==> src/hdl/tcc_pkg.sv <==
// Function
// - Clock-select field picks internal or external tick
// - Sixteen-bit counter steps up, down or clears
// - Counter flags TOP and BOTTOM values
// - Upper-byte location reaches the holding register, except compare A reads
// - Lower-byte access moves holding register atomically, except compare A reads
// - Each tick clears, increments or decrements counter
// - Zero clock select stops; host access remains
// - Host write beats clear and count
// - Waveform-mode field split across control registers
// - Overflow flag set per waveform mode
// - Selected source edge triggers a capture
// - Capture copies counter and sets flag together
// - Flag requests interrupt; cleared by service or one
// - Capture lower byte read loads holding register
// - Capture writes only in capture-as-TOP modes
// - Comparator select bit chooses capture source
// - Inputs synchronised; filter adds four cycles
// - Capture inputs disabled in capture-as-TOP modes
// - Filter output changes after four equal samples
// - Filter enable bit; runs on system clock
// - One holding register serves all wide registers
// - TOP is fixed value, compare A or capture
package tcc_pkg;
    // I/O addresses of the timer locations, arbitrary within this block.
    localparam logic [7:0] TCC_ADR_CNT_LO = 8'h00;
    localparam logic [7:0] TCC_ADR_CNT_HI = 8'h01;
    localparam logic [7:0] TCC_ADR_CAP_LO = 8'h02;
    localparam logic [7:0] TCC_ADR_CAP_HI = 8'h03;
    localparam logic [7:0] TCC_ADR_CMPA_LO = 8'h04;
    localparam logic [7:0] TCC_ADR_CMPA_HI = 8'h05;
    localparam logic [7:0] TCC_ADR_CTRL_A = 8'h06;
    localparam logic [7:0] TCC_ADR_CTRL_B = 8'h07;
    localparam logic [7:0] TCC_ADR_FLAGS = 8'h08;
    localparam logic [7:0] TCC_ADR_MASK = 8'h09;
    localparam logic [7:0] TCC_ADR_CMP_CTL = 8'h0a;
    // Field positions.
    localparam int TCC_B_CS_LSB = 0;
    localparam int TCC_B_WGM_LSB = 3;
    localparam int TCC_B_EDGE = 6;
    localparam int TCC_B_NC = 7;
    localparam int TCC_A_WGM_LSB = 0;
    localparam int TCC_F_OVF = 2;
    localparam int TCC_F_CAP = 5;
    localparam int TCC_ACS_SEL = 2;
    localparam int TCC_ACS_OUT = 5;
    // Fixed TOP values and limits.
    localparam logic [15:0] TCC_TOP_8B = 16'h00ff;
    localparam logic [15:0] TCC_TOP_9B = 16'h01ff;
    localparam logic [15:0] TCC_TOP_10B = 16'h03ff;
    localparam logic [15:0] TCC_MAX = 16'hffff;
    localparam logic [15:0] TCC_ZERO16 = 16'h0000;
    localparam logic [7:0] TCC_ZERO8 = 8'h00;
    localparam int TCC_NC_SAMPLES = 4;
    // Clock-select codes.
    localparam logic [2:0] TCC_CS_STOP = 3'h0;
    localparam logic [2:0] TCC_CS_EXT_FALL = 3'h6;
    localparam logic [2:0] TCC_CS_EXT_RISE = 3'h7;
endpackage

==> src/hdl/tcc_cap_if.sv <==
`timescale 1ns/1ps
`default_nettype none
// Signals between the timer core and its capture front end.
interface tcc_cap_if;
    logic raw;
    logic enable;
    logic filter_en;
    logic rising;
    logic trigger;
    modport core (output raw, output enable, output filter_en, output rising, input trigger);
    modport front (input raw, input enable, input filter_en, input rising, output trigger);
endinterface
`default_nettype wire

==> src/hdl/tcc_cap_front.sv <==
`timescale 1ns/1ps
`default_nettype none
module tcc_cap_front
    import tcc_pkg::*;
#(
    parameter int NSAMP = TCC_NC_SAMPLES
) (
    input  wire logic clk_i,
    input  wire logic rst_n_i,
    tcc_cap_if.front  cap
);
    typedef struct packed {
        logic [NSAMP-1:0] hist;
        logic             filt;
        logic             prev;
    } tcc_cf_t;
    tcc_cf_t s_q, s_d;
    logic    sel;

    // ---------------------------------------------------------------
    // Filter and edge detector
    // ---------------------------------------------------------------
    // The source is already synchronised by the core, so it is read directly.
    always_comb begin
        s_d = s_q;
        s_d.hist = {s_q.hist[NSAMP-2:0], cap.raw};
        if (&s_d.hist || ~|s_d.hist) begin
            s_d.filt = s_d.hist[0];
        end
        sel = cap.filter_en ? s_q.filt : cap.raw;
        s_d.prev = sel;
    end

    // chosen edge triggers; disabled when input is gated off.
    assign cap.trigger = cap.enable && (cap.rising ? (sel && !s_q.prev) : (!sel && s_q.prev));

    always_ff @(posedge clk_i or negedge rst_n_i) begin
        if (!rst_n_i) begin
            s_q <= '0;
        end else begin
            s_q <= s_d;
        end
    end
endmodule
`default_nettype wire

==> src/hdl/tcc_timer.sv <==
`timescale 1ns/1ps
`default_nettype none
module tcc_timer
    import tcc_pkg::*;
(
    input  wire logic       clk_i,
    input  wire logic       rst_n_i,
    input  wire logic [7:0] io_addr_i,
    input  wire logic       io_wr_i,
    input  wire logic       io_rd_i,
    input  wire logic [7:0] io_wdata_i,
    input  wire logic       presc_tick_i,
    input  wire logic       external_clock_pin_i,
    input  wire logic       capture_pin_i,
    input  wire logic       comparator_output_i,
    input  wire logic       direction_i,
    input  wire logic       clear_i,
    input  wire logic       cap_irq_ack_i,
    output logic      [7:0] io_rdata_o,
    output logic            top_o,
    output logic            bottom_o,
    output logic            timer_tick_o,
    output logic            overflow_flag_o,
    output logic            capture_flag_o,
    output logic            capture_irq_o
);
    typedef struct packed {
        logic [1:0]  ext_sy;
        logic [1:0]  cap_sy;
        logic [1:0]  acmp_sy;
        logic        ext_prev;
        logic [15:0] count_value;
        logic [15:0] capture_value;
        logic [15:0] cmpa;
        logic [7:0]  hold;
        logic [7:0]  control_reg_a;
        logic [7:0]  control_reg_b;
        logic        comparator_capture_select;
        logic        capture_irq_enable;
        logic        overflow_flag;
        logic        capture_flag;
        logic [7:0]  rdata;
        logic        top;
        logic        bottom;
        logic        tick;
        logic        irq;
    } tcc_st_t;

    tcc_st_t     s_q, s_d;
    tcc_cap_if   cap_bus ();
    logic [3:0]  wmode;
    logic [15:0] top_val;
    logic        icr_top;
    logic        tick;
    logic        wr_en;
    logic        rd_en;

    // ---------------------------------------------------------------
    // Mode decode helpers
    // ---------------------------------------------------------------
    // TOP per waveform mode.
    function automatic logic [15:0] tcc_top(input logic [3:0] m, input logic [15:0] a,
                                            input logic [15:0] c);
        case (m)
            4'h1, 4'h5: tcc_top = TCC_TOP_8B;
            4'h2, 4'h6: tcc_top = TCC_TOP_9B;
            4'h3, 4'h7: tcc_top = TCC_TOP_10B;
            4'h4, 4'h9, 4'hb, 4'hf: tcc_top = a;
            4'h8, 4'ha, 4'hc, 4'he: tcc_top = c;
            default: tcc_top = TCC_MAX;
        endcase
    endfunction

    function automatic logic tcc_uses_icr(input logic [3:0] m);
        tcc_uses_icr = (m == 4'h8) || (m == 4'ha) || (m == 4'hc) || (m == 4'he);
    endfunction

    // mode bits split across both control registers.
    assign wmode   = {s_q.control_reg_b[TCC_B_WGM_LSB+1:TCC_B_WGM_LSB],
                      s_q.control_reg_a[TCC_A_WGM_LSB+1:TCC_A_WGM_LSB]};
    assign top_val = tcc_top(wmode, s_q.cmpa, s_q.capture_value);
    assign icr_top = tcc_uses_icr(wmode);
    assign wr_en   = io_wr_i;
    assign rd_en   = io_rd_i;

    // ---------------------------------------------------------------
    // Timer tick selection
    // ---------------------------------------------------------------
    // clock-select picks prescaler or external edge; zero stops.
    always_comb begin
        case (s_q.control_reg_b[TCC_B_CS_LSB+2:TCC_B_CS_LSB])
            TCC_CS_STOP:     tick = 1'b0;
            TCC_CS_EXT_FALL: tick = s_q.ext_prev && !s_q.ext_sy[1];
            TCC_CS_EXT_RISE: tick = !s_q.ext_prev && s_q.ext_sy[1];
            default:         tick = presc_tick_i;
        endcase
    end

    // ---------------------------------------------------------------
    // Capture front end
    // ---------------------------------------------------------------
    // comparator select chooses source; both pass synchronisers.
    assign cap_bus.raw       = s_q.comparator_capture_select ? s_q.acmp_sy[1] : s_q.cap_sy[1];
    // gated off when the capture register is TOP.
    assign cap_bus.enable    = !icr_top;
    assign cap_bus.filter_en = s_q.control_reg_b[TCC_B_NC];
    assign cap_bus.rising    = s_q.control_reg_b[TCC_B_EDGE];

    tcc_cap_front #(
        .NSAMP (TCC_NC_SAMPLES)
    ) u_front (
        .clk_i   (clk_i),
        .rst_n_i (rst_n_i),
        .cap     (cap_bus)
    );

    // ---------------------------------------------------------------
    // Next state
    // ---------------------------------------------------------------
    always_comb begin
        s_d = s_q;
        s_d.ext_sy   = {s_q.ext_sy[0], external_clock_pin_i};
        s_d.cap_sy   = {s_q.cap_sy[0], capture_pin_i};
        s_d.acmp_sy  = {s_q.acmp_sy[0], comparator_output_i};
        s_d.ext_prev = s_q.ext_sy[1];
        s_d.tick     = tick;

        // on a tick, clear or step the counter.
        if (tick) begin
            // clear zeroes, else step by one in the chosen direction.
            if (clear_i) begin
                s_d.count_value = TCC_ZERO16;
            end else if (direction_i) begin
                s_d.count_value = s_q.count_value - 16'h0001;
            end else begin
                s_d.count_value = s_q.count_value + 16'h0001;
            end
            // overflow at MAX in normal mode, at TOP counting up in other modes, at BOTTOM counting down in any mode.
            if ((wmode == 4'h0 && s_q.count_value == TCC_MAX) ||
                (wmode != 4'h0 && !direction_i && s_q.count_value == top_val) ||
                (direction_i && s_q.count_value == TCC_ZERO16)) begin
                s_d.overflow_flag = 1'b1;
            end
        end

        // capture copies counter and sets flag together.
        if (cap_bus.trigger) begin
            s_d.capture_value = s_q.count_value;
        end

        s_d.rdata = TCC_ZERO8;
        if (rd_en) begin
            if (io_addr_i == TCC_ADR_CNT_LO) begin
                s_d.rdata = s_q.count_value[7:0];
                // counter upper byte into holding register.
                s_d.hold = s_q.count_value[15:8];
            end else if (io_addr_i == TCC_ADR_CAP_LO) begin
                s_d.rdata = s_q.capture_value[7:0];
                s_d.hold = s_q.capture_value[15:8];
            end else if (io_addr_i == TCC_ADR_CNT_HI || io_addr_i == TCC_ADR_CAP_HI) begin
                // upper locations return the holding register.
                s_d.rdata = s_q.hold;
            end else if (io_addr_i == TCC_ADR_CMPA_LO) begin
                s_d.rdata = s_q.cmpa[7:0];
            end else if (io_addr_i == TCC_ADR_CMPA_HI) begin
                s_d.rdata = s_q.cmpa[15:8];
            end else if (io_addr_i == TCC_ADR_CTRL_A) begin
                s_d.rdata = s_q.control_reg_a;
            end else if (io_addr_i == TCC_ADR_CTRL_B) begin
                s_d.rdata = s_q.control_reg_b;
            end else if (io_addr_i == TCC_ADR_FLAGS) begin
                s_d.rdata[TCC_F_OVF] = s_q.overflow_flag;
                s_d.rdata[TCC_F_CAP] = s_q.capture_flag;
            end else if (io_addr_i == TCC_ADR_MASK) begin
                s_d.rdata[TCC_F_CAP] = s_q.capture_irq_enable;
            end else if (io_addr_i == TCC_ADR_CMP_CTL) begin
                s_d.rdata[TCC_ACS_SEL] = s_q.comparator_capture_select;
                s_d.rdata[TCC_ACS_OUT] = s_q.acmp_sy[1];
            end
        end

        // Flag clears: write one, or interrupt service for the capture flag.
        // clear by write-one or acknowledge; a new set still wins.
        if ((wr_en && io_addr_i == TCC_ADR_FLAGS && io_wdata_i[TCC_F_CAP]) || cap_irq_ack_i) begin
            s_d.capture_flag = 1'b0;
        end
        if (wr_en && io_addr_i == TCC_ADR_FLAGS && io_wdata_i[TCC_F_OVF]) begin
            s_d.overflow_flag = 1'b0;
        end
        if (cap_bus.trigger) begin
            s_d.capture_flag = 1'b1;
        end

        // Host writes; counter write overrides count and clear.
        if (wr_en) begin
            if (io_addr_i == TCC_ADR_CNT_HI || io_addr_i == TCC_ADR_CAP_HI ||
                io_addr_i == TCC_ADR_CMPA_HI) begin
                s_d.hold = io_wdata_i;
            end else if (io_addr_i == TCC_ADR_CNT_LO) begin
                s_d.count_value = {s_q.hold, io_wdata_i};
            end else if (io_addr_i == TCC_ADR_CAP_LO) begin
                // writable only when capture is TOP.
                if (icr_top) begin
                    s_d.capture_value = {s_q.hold, io_wdata_i};
                end
            end else if (io_addr_i == TCC_ADR_CMPA_LO) begin
                s_d.cmpa = {s_q.hold, io_wdata_i};
            end else if (io_addr_i == TCC_ADR_CTRL_A) begin
                s_d.control_reg_a = io_wdata_i;
            end else if (io_addr_i == TCC_ADR_CTRL_B) begin
                s_d.control_reg_b = io_wdata_i;
            end else if (io_addr_i == TCC_ADR_MASK) begin
                s_d.capture_irq_enable = io_wdata_i[TCC_F_CAP];
            end else if (io_addr_i == TCC_ADR_CMP_CTL) begin
                s_d.comparator_capture_select = io_wdata_i[TCC_ACS_SEL];
            end
        end

        // TOP and BOTTOM indications track the counter.
        s_d.top    = (s_d.count_value == top_val);
        s_d.bottom = (s_d.count_value == TCC_ZERO16);
        // interrupt request while enabled and flagged.
        s_d.irq    = s_d.capture_flag && s_d.capture_irq_enable;
    end

    // ---------------------------------------------------------------
    // State register
    // ---------------------------------------------------------------
    // reset clears counter, capture, holding and flags.
    always_ff @(posedge clk_i or negedge rst_n_i) begin
        if (!rst_n_i) begin
            s_q <= '0;
        end else begin
            s_q <= s_d;
        end
    end

    assign io_rdata_o      = s_q.rdata;
    assign top_o           = s_q.top;
    assign bottom_o        = s_q.bottom;
    assign timer_tick_o    = s_q.tick;
    assign overflow_flag_o = s_q.overflow_flag;
    assign capture_flag_o  = s_q.capture_flag;
    assign capture_irq_o   = s_q.irq;
endmodule
`default_nettype wire

==> config.mk <==
export PLATFORM = sky130hd
export DESIGN_NAME = tcc_timer
export DESIGN_NICKNAME = d
export VERILOG_FILES = /design/src/hdl/tcc_pkg.sv /design/src/hdl/tcc_cap_if.sv /design/src/hdl/tcc_cap_front.sv /design/src/hdl/tcc_timer.sv
export SDC_FILE = /design/constraint.sdc
export NUM_CORES = 1
export LEC_CHECK = 0
export BUFFER_PORTS_ARGS = -buffer_cell sky130_fd_sc_hd__buf_4
export CAP_MARGIN = 5
export CORE_AREA = 5 5 106 208
export CTS_CLUSTER_SIZE = 40
export DETAILED_ROUTE_END_ITERATION = 8
export DIE_AREA = 0 0 111 213
export SYNTH_ARGS = -nofsm -noshare
export SYNTH_HDL_FRONTEND = slang
export SYNTH_SLANG_ARGS = --single-unit
==> constraint.sdc <==
create_clock -name clk_i -period 2.9 [get_ports clk_i]
set_input_delay 0.29 -clock clk_i [delete_from_list [all_inputs] [get_ports clk_i]]
set_output_delay 0.29 -clock clk_i [all_outputs]
set_load 0.01 [all_outputs]
---- Yosys cells after proc, flatten, opt, wreduce, memory -nomap -nowiden ----
Cells that the tools add are included.
word-level totals
  flip-flop bits (word level) ............. 100
  latch bits .............................. 0
  RAM bits ................................ 0
  ROM bits ................................ 0
  bits of input ports ..................... 27
  output and inout bits ................... 14
  logic and storage cells ................. 164
  memories ................................ 0
operators by class
  add/sub/neg operators ................... 2
  multipliers ............................. 0
  divide/modulo/power cells ............... 0
  $lt $le $gt $ge ......................... 0
  equality and inequality tests ........... 29
  shifts and indexed selects .............. 0
  mux-type cells .......................... 55
  bitwise logic cells ..................... 7
  reductions and logical operators ........ 49
operator list
  cell                                                                   count
  16-bit 2-to-1 mux                                                      9
  8-bit 2-to-1 mux                                                       13
  16-bit one-hot mux with 5 select lines                                 1
  74-bit 2-to-1 mux                                                      1
  18-bit 2-to-1 mux                                                      4
  48-bit 2-to-1 mux                                                      1
  16-bit equality test                                                   2
  8-bit by 3-bit equality test with 1-bit output, second input constant  4
  16-bit zero test                                                       2
  32-bit 2-to-1 mux                                                      1
  4-bit equality test, second input constant                             7
  8-bit by 4-bit equality test with 1-bit output, second input constant  3
  1-bit 2-to-1 mux                                                       19
  16-bit by 1-bit adder with 16-bit output, second input constant        1
  16-bit equality test, second input constant                            1
  4-bit by 3-bit equality test with 1-bit output, second input constant  4
  8-bit by 2-bit equality test with 1-bit output, second input constant  2
  16-bit by 1-bit subtractor with 16-bit output, second input constant   1
  1-bit logical AND                                                      13
  4-bit OR reduction                                                     3
  10-bit 2-to-1 mux                                                      1
  1-bit logical OR                                                       9
  9-bit AND reduction                                                    1
  4-bit by 2-bit equality test with 1-bit output, second input constant  2
  other kinds (18)                                                       37

---- Logic depth before layout (Yosys ltp) ----
Gate-level depths: netlist of the first run.
  word-level depth ........................ 13
  depth in mapped cells ................... 13
  mapped depth without buffers ............ 12

---- Hierarchy ----
From an unflattened synthesis of the first run, not the netlist that was laid out.
second synthesis, totals
  cells, all modules ...................... 752
  area, all modules ....................... 6,841.6 sq um
by module, submodules not included
  module         times used  cells an instance  area an instance (sq um)  seq. area each (sq um)
  tcc_timer      1           739                6,653.9                   2,377.3
  tcc_cap_front  1           13                 187.7                     125.1

---- Worst setup path before layout of the first run ----
No wires, ideal clock.
  path type ............................... reg-to-reg
  start point ............................. register s_q[76] in the netlist's numbering
  end point ............................... register s_q (netlist bit top_o)
  setup time .............................. 0.111 ns
  data arrival time ....................... 2.860 ns
  data required time ...................... 2.789 ns
  slack ................................... -0.071 ns
  cell stages (with the launch flop) ...... 12
  buffers on the path ..................... 0
  clock period less this slack ............ 2.971 ns
  cell sequence ........................... dfrtp_1 ha_1 a21o_1 nor3_1 a211oi_1 or3b_2 and3_1 a221oi_2 nand4b_1 nor4_2 o2111ai_1 a2111oi_2
RTL lines
  what                    line              RTL
  start, declared         tcc_timer.sv:49   tcc_st_t s_q, s_d;
  start signal, assigned  tcc_timer.sv:232  s_q <= '0;
  start signal, assigned  tcc_timer.sv:234  s_q <= s_d;

==> impl.org, run 1 <==
** Layout
- The number of antenna diodes in the final layout is 0.
- Fraction of layout instances using a drive strength above 1 :: 36.5%
- Nets :: 934
- # fillers :: 1938
- Synth-to-Final Area Change :: 32.3%

** Die
- Boundary Pins :: 41
- Initial core utilization :: 33.5%
- Overall die area :: 23600 um^2
- The die is 111 um wide.
- Core ar. :: 20300 um^2
- Die Span Y :: 213 um
- After floorplanning, the core was divided into 74 placement rows.

** Setup path
- Maximum fanout encountered on the critical timing path :: 4
- Flop2flop setup slack :: -0.12 ns
- For the worst setup path, the data arrival time is 3.28 ns.
- Critical path class :: reg2reg
- The worst setup path is captured at a register.
- STA puts the critical path data required time at 3.16 ns.
- CP peak stage delay :: 0.40 ns
- Critical Path Start Type :: register
- Buffers and inverters on the worst path :: 1
- On the critical path the largest part of the delay comes from compound AO/OA/AOI/OAI gates.
- Walking the worst path, the cells encountered are ha_1 -> a21o_1 -> a311oi_2 -> o21a_1 -> a21boi_1 -> buf_4 -> o31ai_2 -> a2bb2oi_2 -> nand3_1 -> nor4_4 -> o2111ai_2 -> a2111oi_2.
- CP max stage cell :: sky130_fd_sc_hd__dfrtp_1

** STA
- The worst pin sits at a relative slew slack of 54.0%.
- Counting I/O delays and the setup requirement, the final critical path takes 3.02 ns.
- Final hold violation count :: 0
- The clock arrives with 0.00719 ns of skew.
- Setup repair after global routing could not meet its margin everywhere.
- For this run, the top clock speed supported by timing is 331 MHz.
- At the pin with the least slew margin, the transition time is 0.690 ns.
- Final TNS setup :: -0.158 ns
- In the post-route analysis, the smallest setup slack over all paths is -0.119 ns.
- Max-slew violation count :: 0
- Final-layout worst hold slack :: 0.0250 ns
- Setup violations remaining at the end of the flow were counted as 2.
- Final clock period utilization by the worst path :: 104%

** Global routing
- In the global route stage, overall resource usage came out at 22.4%.
- Met1 usage in global routing :: 20.8%
- For this run, global-route usage on met3 was measured as 3.29%.
- Global route hottest layer :: met2
- Remaining global-route overflow :: 0
- Met2 Resource Use GR :: 42.1%
- The via count of the first global-routing pass came to 6877.
- The initial antenna violation count is 0.
- Global-route wire length before repair :: 39.9 mm
- Largest net degree at the start of global routing :: 58

** Synth
- Netlist area before placement :: 6800 um^2
- Number of different library cells in the post-synthesis netlist :: 88
- Primary flip-flop cell chosen by synthesis mapping :: sky130_fd_sc_hd__dfrtp_1
- Ranking of synthesized cells by area :: sky130_fd_sc_hd__dfrtp_1 37%, sky130_fd_sc_hd__mux2_2 5.5%, sky130_fd_sc_hd__o21ai_0 4.3%
- The average instance in the mapped netlist occupies 9.31 um^2.
- The number of nets handed over by synthesis was 772.
- Commonest cells in the synthesized netlist :: 100 x sky130_fd_sc_hd__dfrtp_1, 58 x sky130_fd_sc_hd__nor2_1, 58 x sky130_fd_sc_hd__o21ai_0
- Number of enable flip-flop cells after synthesis :: 0
- Synthesis inferred 100 register bits.
- Fraction of synthesized cell area taken by the top area cell type :: 36.8%
- Cell type with the highest aggregate area in the netlist :: sky130_fd_sc_hd__dfrtp_1
- Asr flop ratio synth :: 100%
- Most repeated cell in the gate-level netlist after synthesis :: sky130_fd_sc_hd__dfrtp_1
- Synth warn :: 0
- Sequential element share of the synthesized area :: 36.8%
- Gate count of the mapped netlist :: 730

** Route
- Detailed router's first-iteration violation count :: 419
- DRT Pass-1 Iters :: 5
- Average wire per standard cell :: 22.5 um
- The detail route stage leaves a number of antenna-violating nets equal to 0.
- Detailed routing inserted a total of 6663 vias.
- Final wirelength :: 26.2 mm
- After detailed routing, the number of remaining DRC violations is 0.
- Using the TritonRoute via totals, the vias-per-cell ratio works out to 5.73.

** Placed design
- Timing analysis after detailed placement gives a worst setup slack of -0.429 ns.
- At the end of routability-driven placement, the weighted congestion stood at 0.951.
- Detailed Place HPWL :: 20.6 mm
- During placement, the flow inserted port buffers numbering 40.

** Pwr
- IR analysis of the VDD net gives a maximum drop of 0.290 mV.
- Total power draw :: 7.13 mW
- For this design the static power due to leakage is 4.09 nW.
- Power density relative to cell area :: 793 nW/um^2

** Hold path
- The min-delay analysis places its worst path in the category in2reg.

** Run
- Max-cap violations in this run came to 0.

** Run status
- The flow ran to the end, but the final reports show violations.
- The checks that failed: setup timing.

** CTS
- Root buffer cell :: sky130_fd_sc_hd__clkbuf_16
- Clock Latency Late Sink :: 0.37 ns
- CTS tree :: yes
- The clock passes through at most 2 buffers.
- The H-tree was split into 3 levels.
- Number of CTS-inserted buffers :: 9
- # clock sinks :: 100
- Clk slew on worst S/H paths :: 0.07 ns
through the flow:
stage               area [um^2]  cells  utilization [%]
finish                     8990   1163             44.3
CTS                        8890   1163             43.8
detailed placement         8420   1139             41.5
global placement           8420   1139             41.5
global route               8990   1163             44.3
floorplan                  6830    730                -
worst paths after layout:
path                          startpoint             to  cells past startpoint
setup / recovery                 s_q[82]          top_o                     12
min in group asynchronous        rst_n_i        s_d[94]                      2
hold / removal             capture_pin_i        s_d[92]                      1
hold reg to reg                  s_d[90]        s_q[90]                      0
setup reg to reg                 s_q[82]          top_o                     12
max in group asynchronous        rst_n_i  io_rdata_o[4]                      3
power breakdown:
part | total [mW] | internal (mW) | switching [mW]
Combinational | 3.90 | 1.89 | 2.01
Clock | 1.26 | 0.675 | 0.590
Sequential | 1.96 | 1.66 | 0.300
Total | 7.13 | 4.23 | 2.90
kinds of logic after synthesis:
group	share of synthesized area [%]
and+or+nand+nor	18.2
AOI/OAI and AO/OA	22.4
DFF	36.8
buffers and inverters	4.64
muxes	10.5
xor gates and xnor gates	4.62
adders and majority gates	2.87
what timing repair did:
action                                 in CTS  in global routing
gates cloned                                0                  0
setup buffers                               7                  0
setup endpoints to repair                   4                  2
hold buffers                                1                  0
pin swaps                                  15                  8
endpoints found under the hold margin      43                  0
resized for setup                          31                 20
state kept, by name, summed over array words and instances, names as in the netlist:
name and cells:
cap_bus.rising 1, io_rdata_o 8, u_front.s_q 2, cap_bus.filter_en 1, bottom_o 1, s_d 4, top_o 1, capture_flag_o 1
s_q 75, timer_tick_o 1, u_front.s_d 3, capture_irq_o 1, overflow_flag_o 1
layout by cell type (no fill, tap or decap), types with 6 or more instances in the layout:
cell                        instances
sky130_fd_sc_hd__a21oi_1           48
sky130_fd_sc_hd__a31oi_1            8
sky130_fd_sc_hd__buf_4            197
sky130_fd_sc_hd__clkbuf_16          9
sky130_fd_sc_hd__dfrtp_1           96
sky130_fd_sc_hd__ha_1              10
sky130_fd_sc_hd__inv_1              9
sky130_fd_sc_hd__mux2_2            33
sky130_fd_sc_hd__mux2i_1           18
sky130_fd_sc_hd__mux4_2             6
sky130_fd_sc_hd__nand2_1           56
sky130_fd_sc_hd__nand2b_1           6
sky130_fd_sc_hd__nand3_1           11
sky130_fd_sc_hd__nand3b_1           6
sky130_fd_sc_hd__nand4_1            9
sky130_fd_sc_hd__nor2_1            57
sky130_fd_sc_hd__nor3_1            11
sky130_fd_sc_hd__nor4_1            11
sky130_fd_sc_hd__o21a_1             9
sky130_fd_sc_hd__o21ai_0           57
sky130_fd_sc_hd__o22a_1            11
sky130_fd_sc_hd__o22ai_1           10
sky130_fd_sc_hd__or3_1              8
sky130_fd_sc_hd__xnor2_1           16
sky130_fd_sc_hd__xor2_1            17
layer usage:
layer	share of wire [%]	wire, um
met1	32	8410
met2	54	14200
met3	4.4	1160
met4	9.2	2410
met5	0	0
cell type report:
type	instances	area, um^2	share of cell area (%)
Sequential cell	100	2510	27.9
Timing Repair Buffer	203	1580	17.6
Inverter	12	45.0	0.501
Clock buffer	9	225	2.51
Multi-Input combinational cell	566	4230	47.0
Clock inverter	7	71.3	0.793
Tap cell	266	333	3.70
(Power assumes the default switching activity.)
==> run 2, diff against run 1 <==
- CELL_PAD_IN_SITES_DETAIL_PLACEMENT: unset -> 0
- CELL_PAD_IN_SITES_GLOBAL_PLACEMENT: unset -> 1
- PLACE_DENSITY_LB_ADDON: unset -> 0.1
- TNS_END_PERCENT: unset -> 100
==> run 2 against run 1 <==
The flow still finishes with violations (setup timing). Critical endpoint unchanged. Sequential cell count unchanged. Clock skew down 0.0035 ns. Largest power group unchanged. Critical path type unchanged. Via count up 1.7%. Total power up 3.9%. Sequential power about the same. Clock power about the same.
==> impl.org, run 2 (synthesis results as in run 1) <==
** Die
- The die height came to 213 um (unchanged).
- The area enclosed by the die boundary came to 23600 um^2 (unchanged).
- The total core area is 20300 um^2 (unchanged).
- The standard-cell row count is 74 (unchanged).
- The initial core utilization is 33.5% (unchanged).
- Boundary Pins :: 41 (unchanged)
- The width of the chip came to 111 um (unchanged).

** Global routing
- Vias in the first global route :: 7064 (+2.7%)
- Remaining global-route overflow :: 0 (unchanged)
- Total Routing Usage GR :: 24.2% (+1.8 points)
- The wire length of the first global-routing pass was 42.7 mm (+6.9%).
- Largest net degree at the start of global routing :: 78 (+34%)
- Initial antenna violation count :: 0 (unchanged)

** Pwr
- The part of the power in the clock network is 17.2% (-0.5 points).
- Internal power :: 4.44 mW (+5.0%)
- Power density relative to cell area :: 798 nW/um^2 (+0.63%)
- The peak supply drop was 0.419 mV (+44%).
- The total leakage power is 4.24 nW (+3.7%).
- The fraction of power consumed by sequential logic came to 26.3% (-1.2 points).
- Switching Fraction :: 40.1% (-0.63 points)
- The portion of total power attributed to combinational logic came to 56.5% (+1.8 points).
- Total power draw :: 7.40 mW (+3.9%)
- The total net switching power came to 2.97 mW (+2.3%).

** STA
- The worst clock skew came to 0.00364 ns (-0.00355 ns).
- The count of final setup violators came to 2 (unchanged).
- The slew at the pin closest to its max-slew limit came to 0.728 ns (+0.0373 ns).
- The worst setup slack after layout was -0.177 ns (-0.0578 ns).
- The final period demand of the worst path was 3.08 ns (+0.0578 ns).
- Final clock period utilization by the worst path :: 106% (+2.0 points)
- Max_slew headroom :: 50.9% (-3.1 points)
- The worst-case hold slack is 0.0298 ns (+0.00476 ns).
- Max Freq :: 325 MHz (-1.9%)
- Setup repair after global routing missed its margin :: true
- The max-slew violation total from the final report was 0 (unchanged).
- The final hold violation count is 0 (unchanged).

** CTS
- Number of levels in the clock H-tree :: 3 (unchanged)
- The total number of clock tree sinks came to 100 (unchanged).
- TritonCTS built the clock tree.
- The maximum buffer depth of the clock tree was 2 (unchanged).
- The clock transition time at the flip-flop clock pins of the worst setup and hold paths is 0.07 ns (about the same).
- Root buffer cell :: sky130_fd_sc_hd__clkbuf_16
- The total CTS buffers came to 9 (unchanged).
- Clock Latency Late Sink :: 0.36 ns (about the same)

** Run
- Maxcap violations :: 0 (unchanged)

** Layout
- The library cell used most frequently in the layout, excluding fill and tap cells, is sky130_fd_sc_hd__buf_4.
- The flip-flop and latch area was 2510 um^2 (about the same).
- The library cells used most frequently in the layout, excluding fill and tap cells, are 215 x sky130_fd_sc_hd__buf_4, 95 x sky130_fd_sc_hd__dfrtp_1, 57 x sky130_fd_sc_hd__nor2_1.
- Antenna cells :: 0 (unchanged)
- Final design area excluding fillers :: 9280 um^2 (+3.2%)
- Combined area of the multi-input logic cells :: 4290 um^2 (+1.6%)
- The share of post-route cells with drive strength above 1 came to 38.8% (+2.3 points).
- Synth-to-Final Area Change :: 36.5%
- # fillers :: 1968 (+1.5%)
- The number of flip-flops in the largest register is 75 (unchanged).
- Ranked by flip-flop count, first place goes to s_q.
- Nets :: 959 (+2.7%)
- Final cell utilization of the core :: 45.8% (+1.4 points)

** Setup path
- The worst setup path is of the reg2reg kind.
- Sort of element at the end of the critical path :: register
- The worst setup path is launched from a register.
- The critical path data arrival time was 3.34 ns (+0.06 ns).
- Critical Path RT :: 3.16 ns (about the same)
- The critical-path maximum fanout came to 6 (+2).

** Placed design
- The port buffer count is 40 (unchanged).
- The worst slack at placement was -0.546 ns (-0.117 ns).
- RePlAce Congestion :: 0.947 (-0.43%)
- Detailed Place HPWL :: 22.5 mm (+9.1%)
- The instance area at placement is 8540 um^2 (+1.4%).

** Route
- The via density per instance came to 5.71 (-0.39%).
- Total via count in the routed design :: 6774 (+1.7%)
- The remaining number of nets flagged by the antenna check after routing was 0 (unchanged).
- The wire length after detailed routing was 28.3 mm (+7.8%).
- The routed length per instance is 23.8 um (+5.6%).
- The number of DRC markers in iteration 0 is 345 (-18%).
- Detailed-route DRC error count :: 0 (unchanged)
- The number of detailed-route iterations in the first pass was 7 (+2).

** Run status
- The checks that failed: setup timing.
- The run finished, with violations left.

** Hold path
- Kind of path behind the tightest hold check :: in2reg
[run 2: metrics by stage]
stage                     instances  TNS [ns]
final                          1187    -0.249
after global routing           1187    -0.594
after CTS                      1183    -0.264
after detailed placement       1155     -1.21
after global placement         1155    -0.921
after floorplan                 730         0
[run 2: per-layer routing]
metal	global-route usage [%]	up-vias	wire length, um
li1	-	3108	-
met1	23.6	3346	9410
met2	46.1	232	15600
met3	3.43	88	1120
met4	17.1	0	2160
met5	0	-	0
[run 2: area by class of cell]
| class | instances | share of cell area, % |
|---|---|---|
| repair buffers | 228 | 19.3 |
| multi-input cells | 566 | 46.3 |
| flip-flops and latches | 100 | 27.0 |
| well taps | 266 | 3.59 |
| clock inverters | 3 | 0.499 |
| inverters | 12 | 0.486 |
| clock buffers | 12 | 2.76 |
[run 2: worst paths after layout]
path                                from       to  slack, ns  cells after the start
setup / recovery                 s_q[25]    top_o      -0.18                     12
hold reg to reg                  s_d[94]  s_d[88]       0.35                      0
hold / removal             capture_pin_i  s_d[92]       0.03                      1
min in group asynchronous        rst_n_i  s_q[46]       0.38                      2
max in group asynchronous        rst_n_i  s_q[16]       1.72                      3
setup reg to reg                 s_q[25]    top_o      -0.18                     12
[run 2: repair_timing]
item / in CTS / in global routing
endpoints found under the setup margin: 2 / 3
pin swaps: 17 / 19
gates resized for setup: 38 / 34
hold buffers: 1 / 0
buffers inserted: 12 / 4
endpoints found under the hold margin: 23 / 0
[run 2: critical path, cell delays in order, from the launching register on]
cell                        delay, ns
sky130_fd_sc_hd__dfrtp_2         0.45
sky130_fd_sc_hd__buf_6           0.15
sky130_fd_sc_hd__or4b_4          0.55
sky130_fd_sc_hd__a21oi_4         0.16
sky130_fd_sc_hd__nor4_1          0.07
sky130_fd_sc_hd__a41oi_1         0.18
sky130_fd_sc_hd__o2111ai_1       0.15
sky130_fd_sc_hd__nor4_2          0.24
sky130_fd_sc_hd__buf_4           0.19
sky130_fd_sc_hd__nand3_4         0.07
sky130_fd_sc_hd__nor4_4          0.31
sky130_fd_sc_hd__o2111ai_2       0.18
sky130_fd_sc_hd__a2111oi_4       0.29
[run 2: power groups by stage]
stage,clock [mW],sequential (mW),combinational [mW]
2_1_floorplan,0,1.90,2.01
3_3_place_gp,0,1.96,3.73
3_5_place_dp,0,1.97,3.77
4_1_cts,1.32,1.94,4.01
5_1_grt,1.37,1.97,4.50
6_report,1.27,1.95,4.18
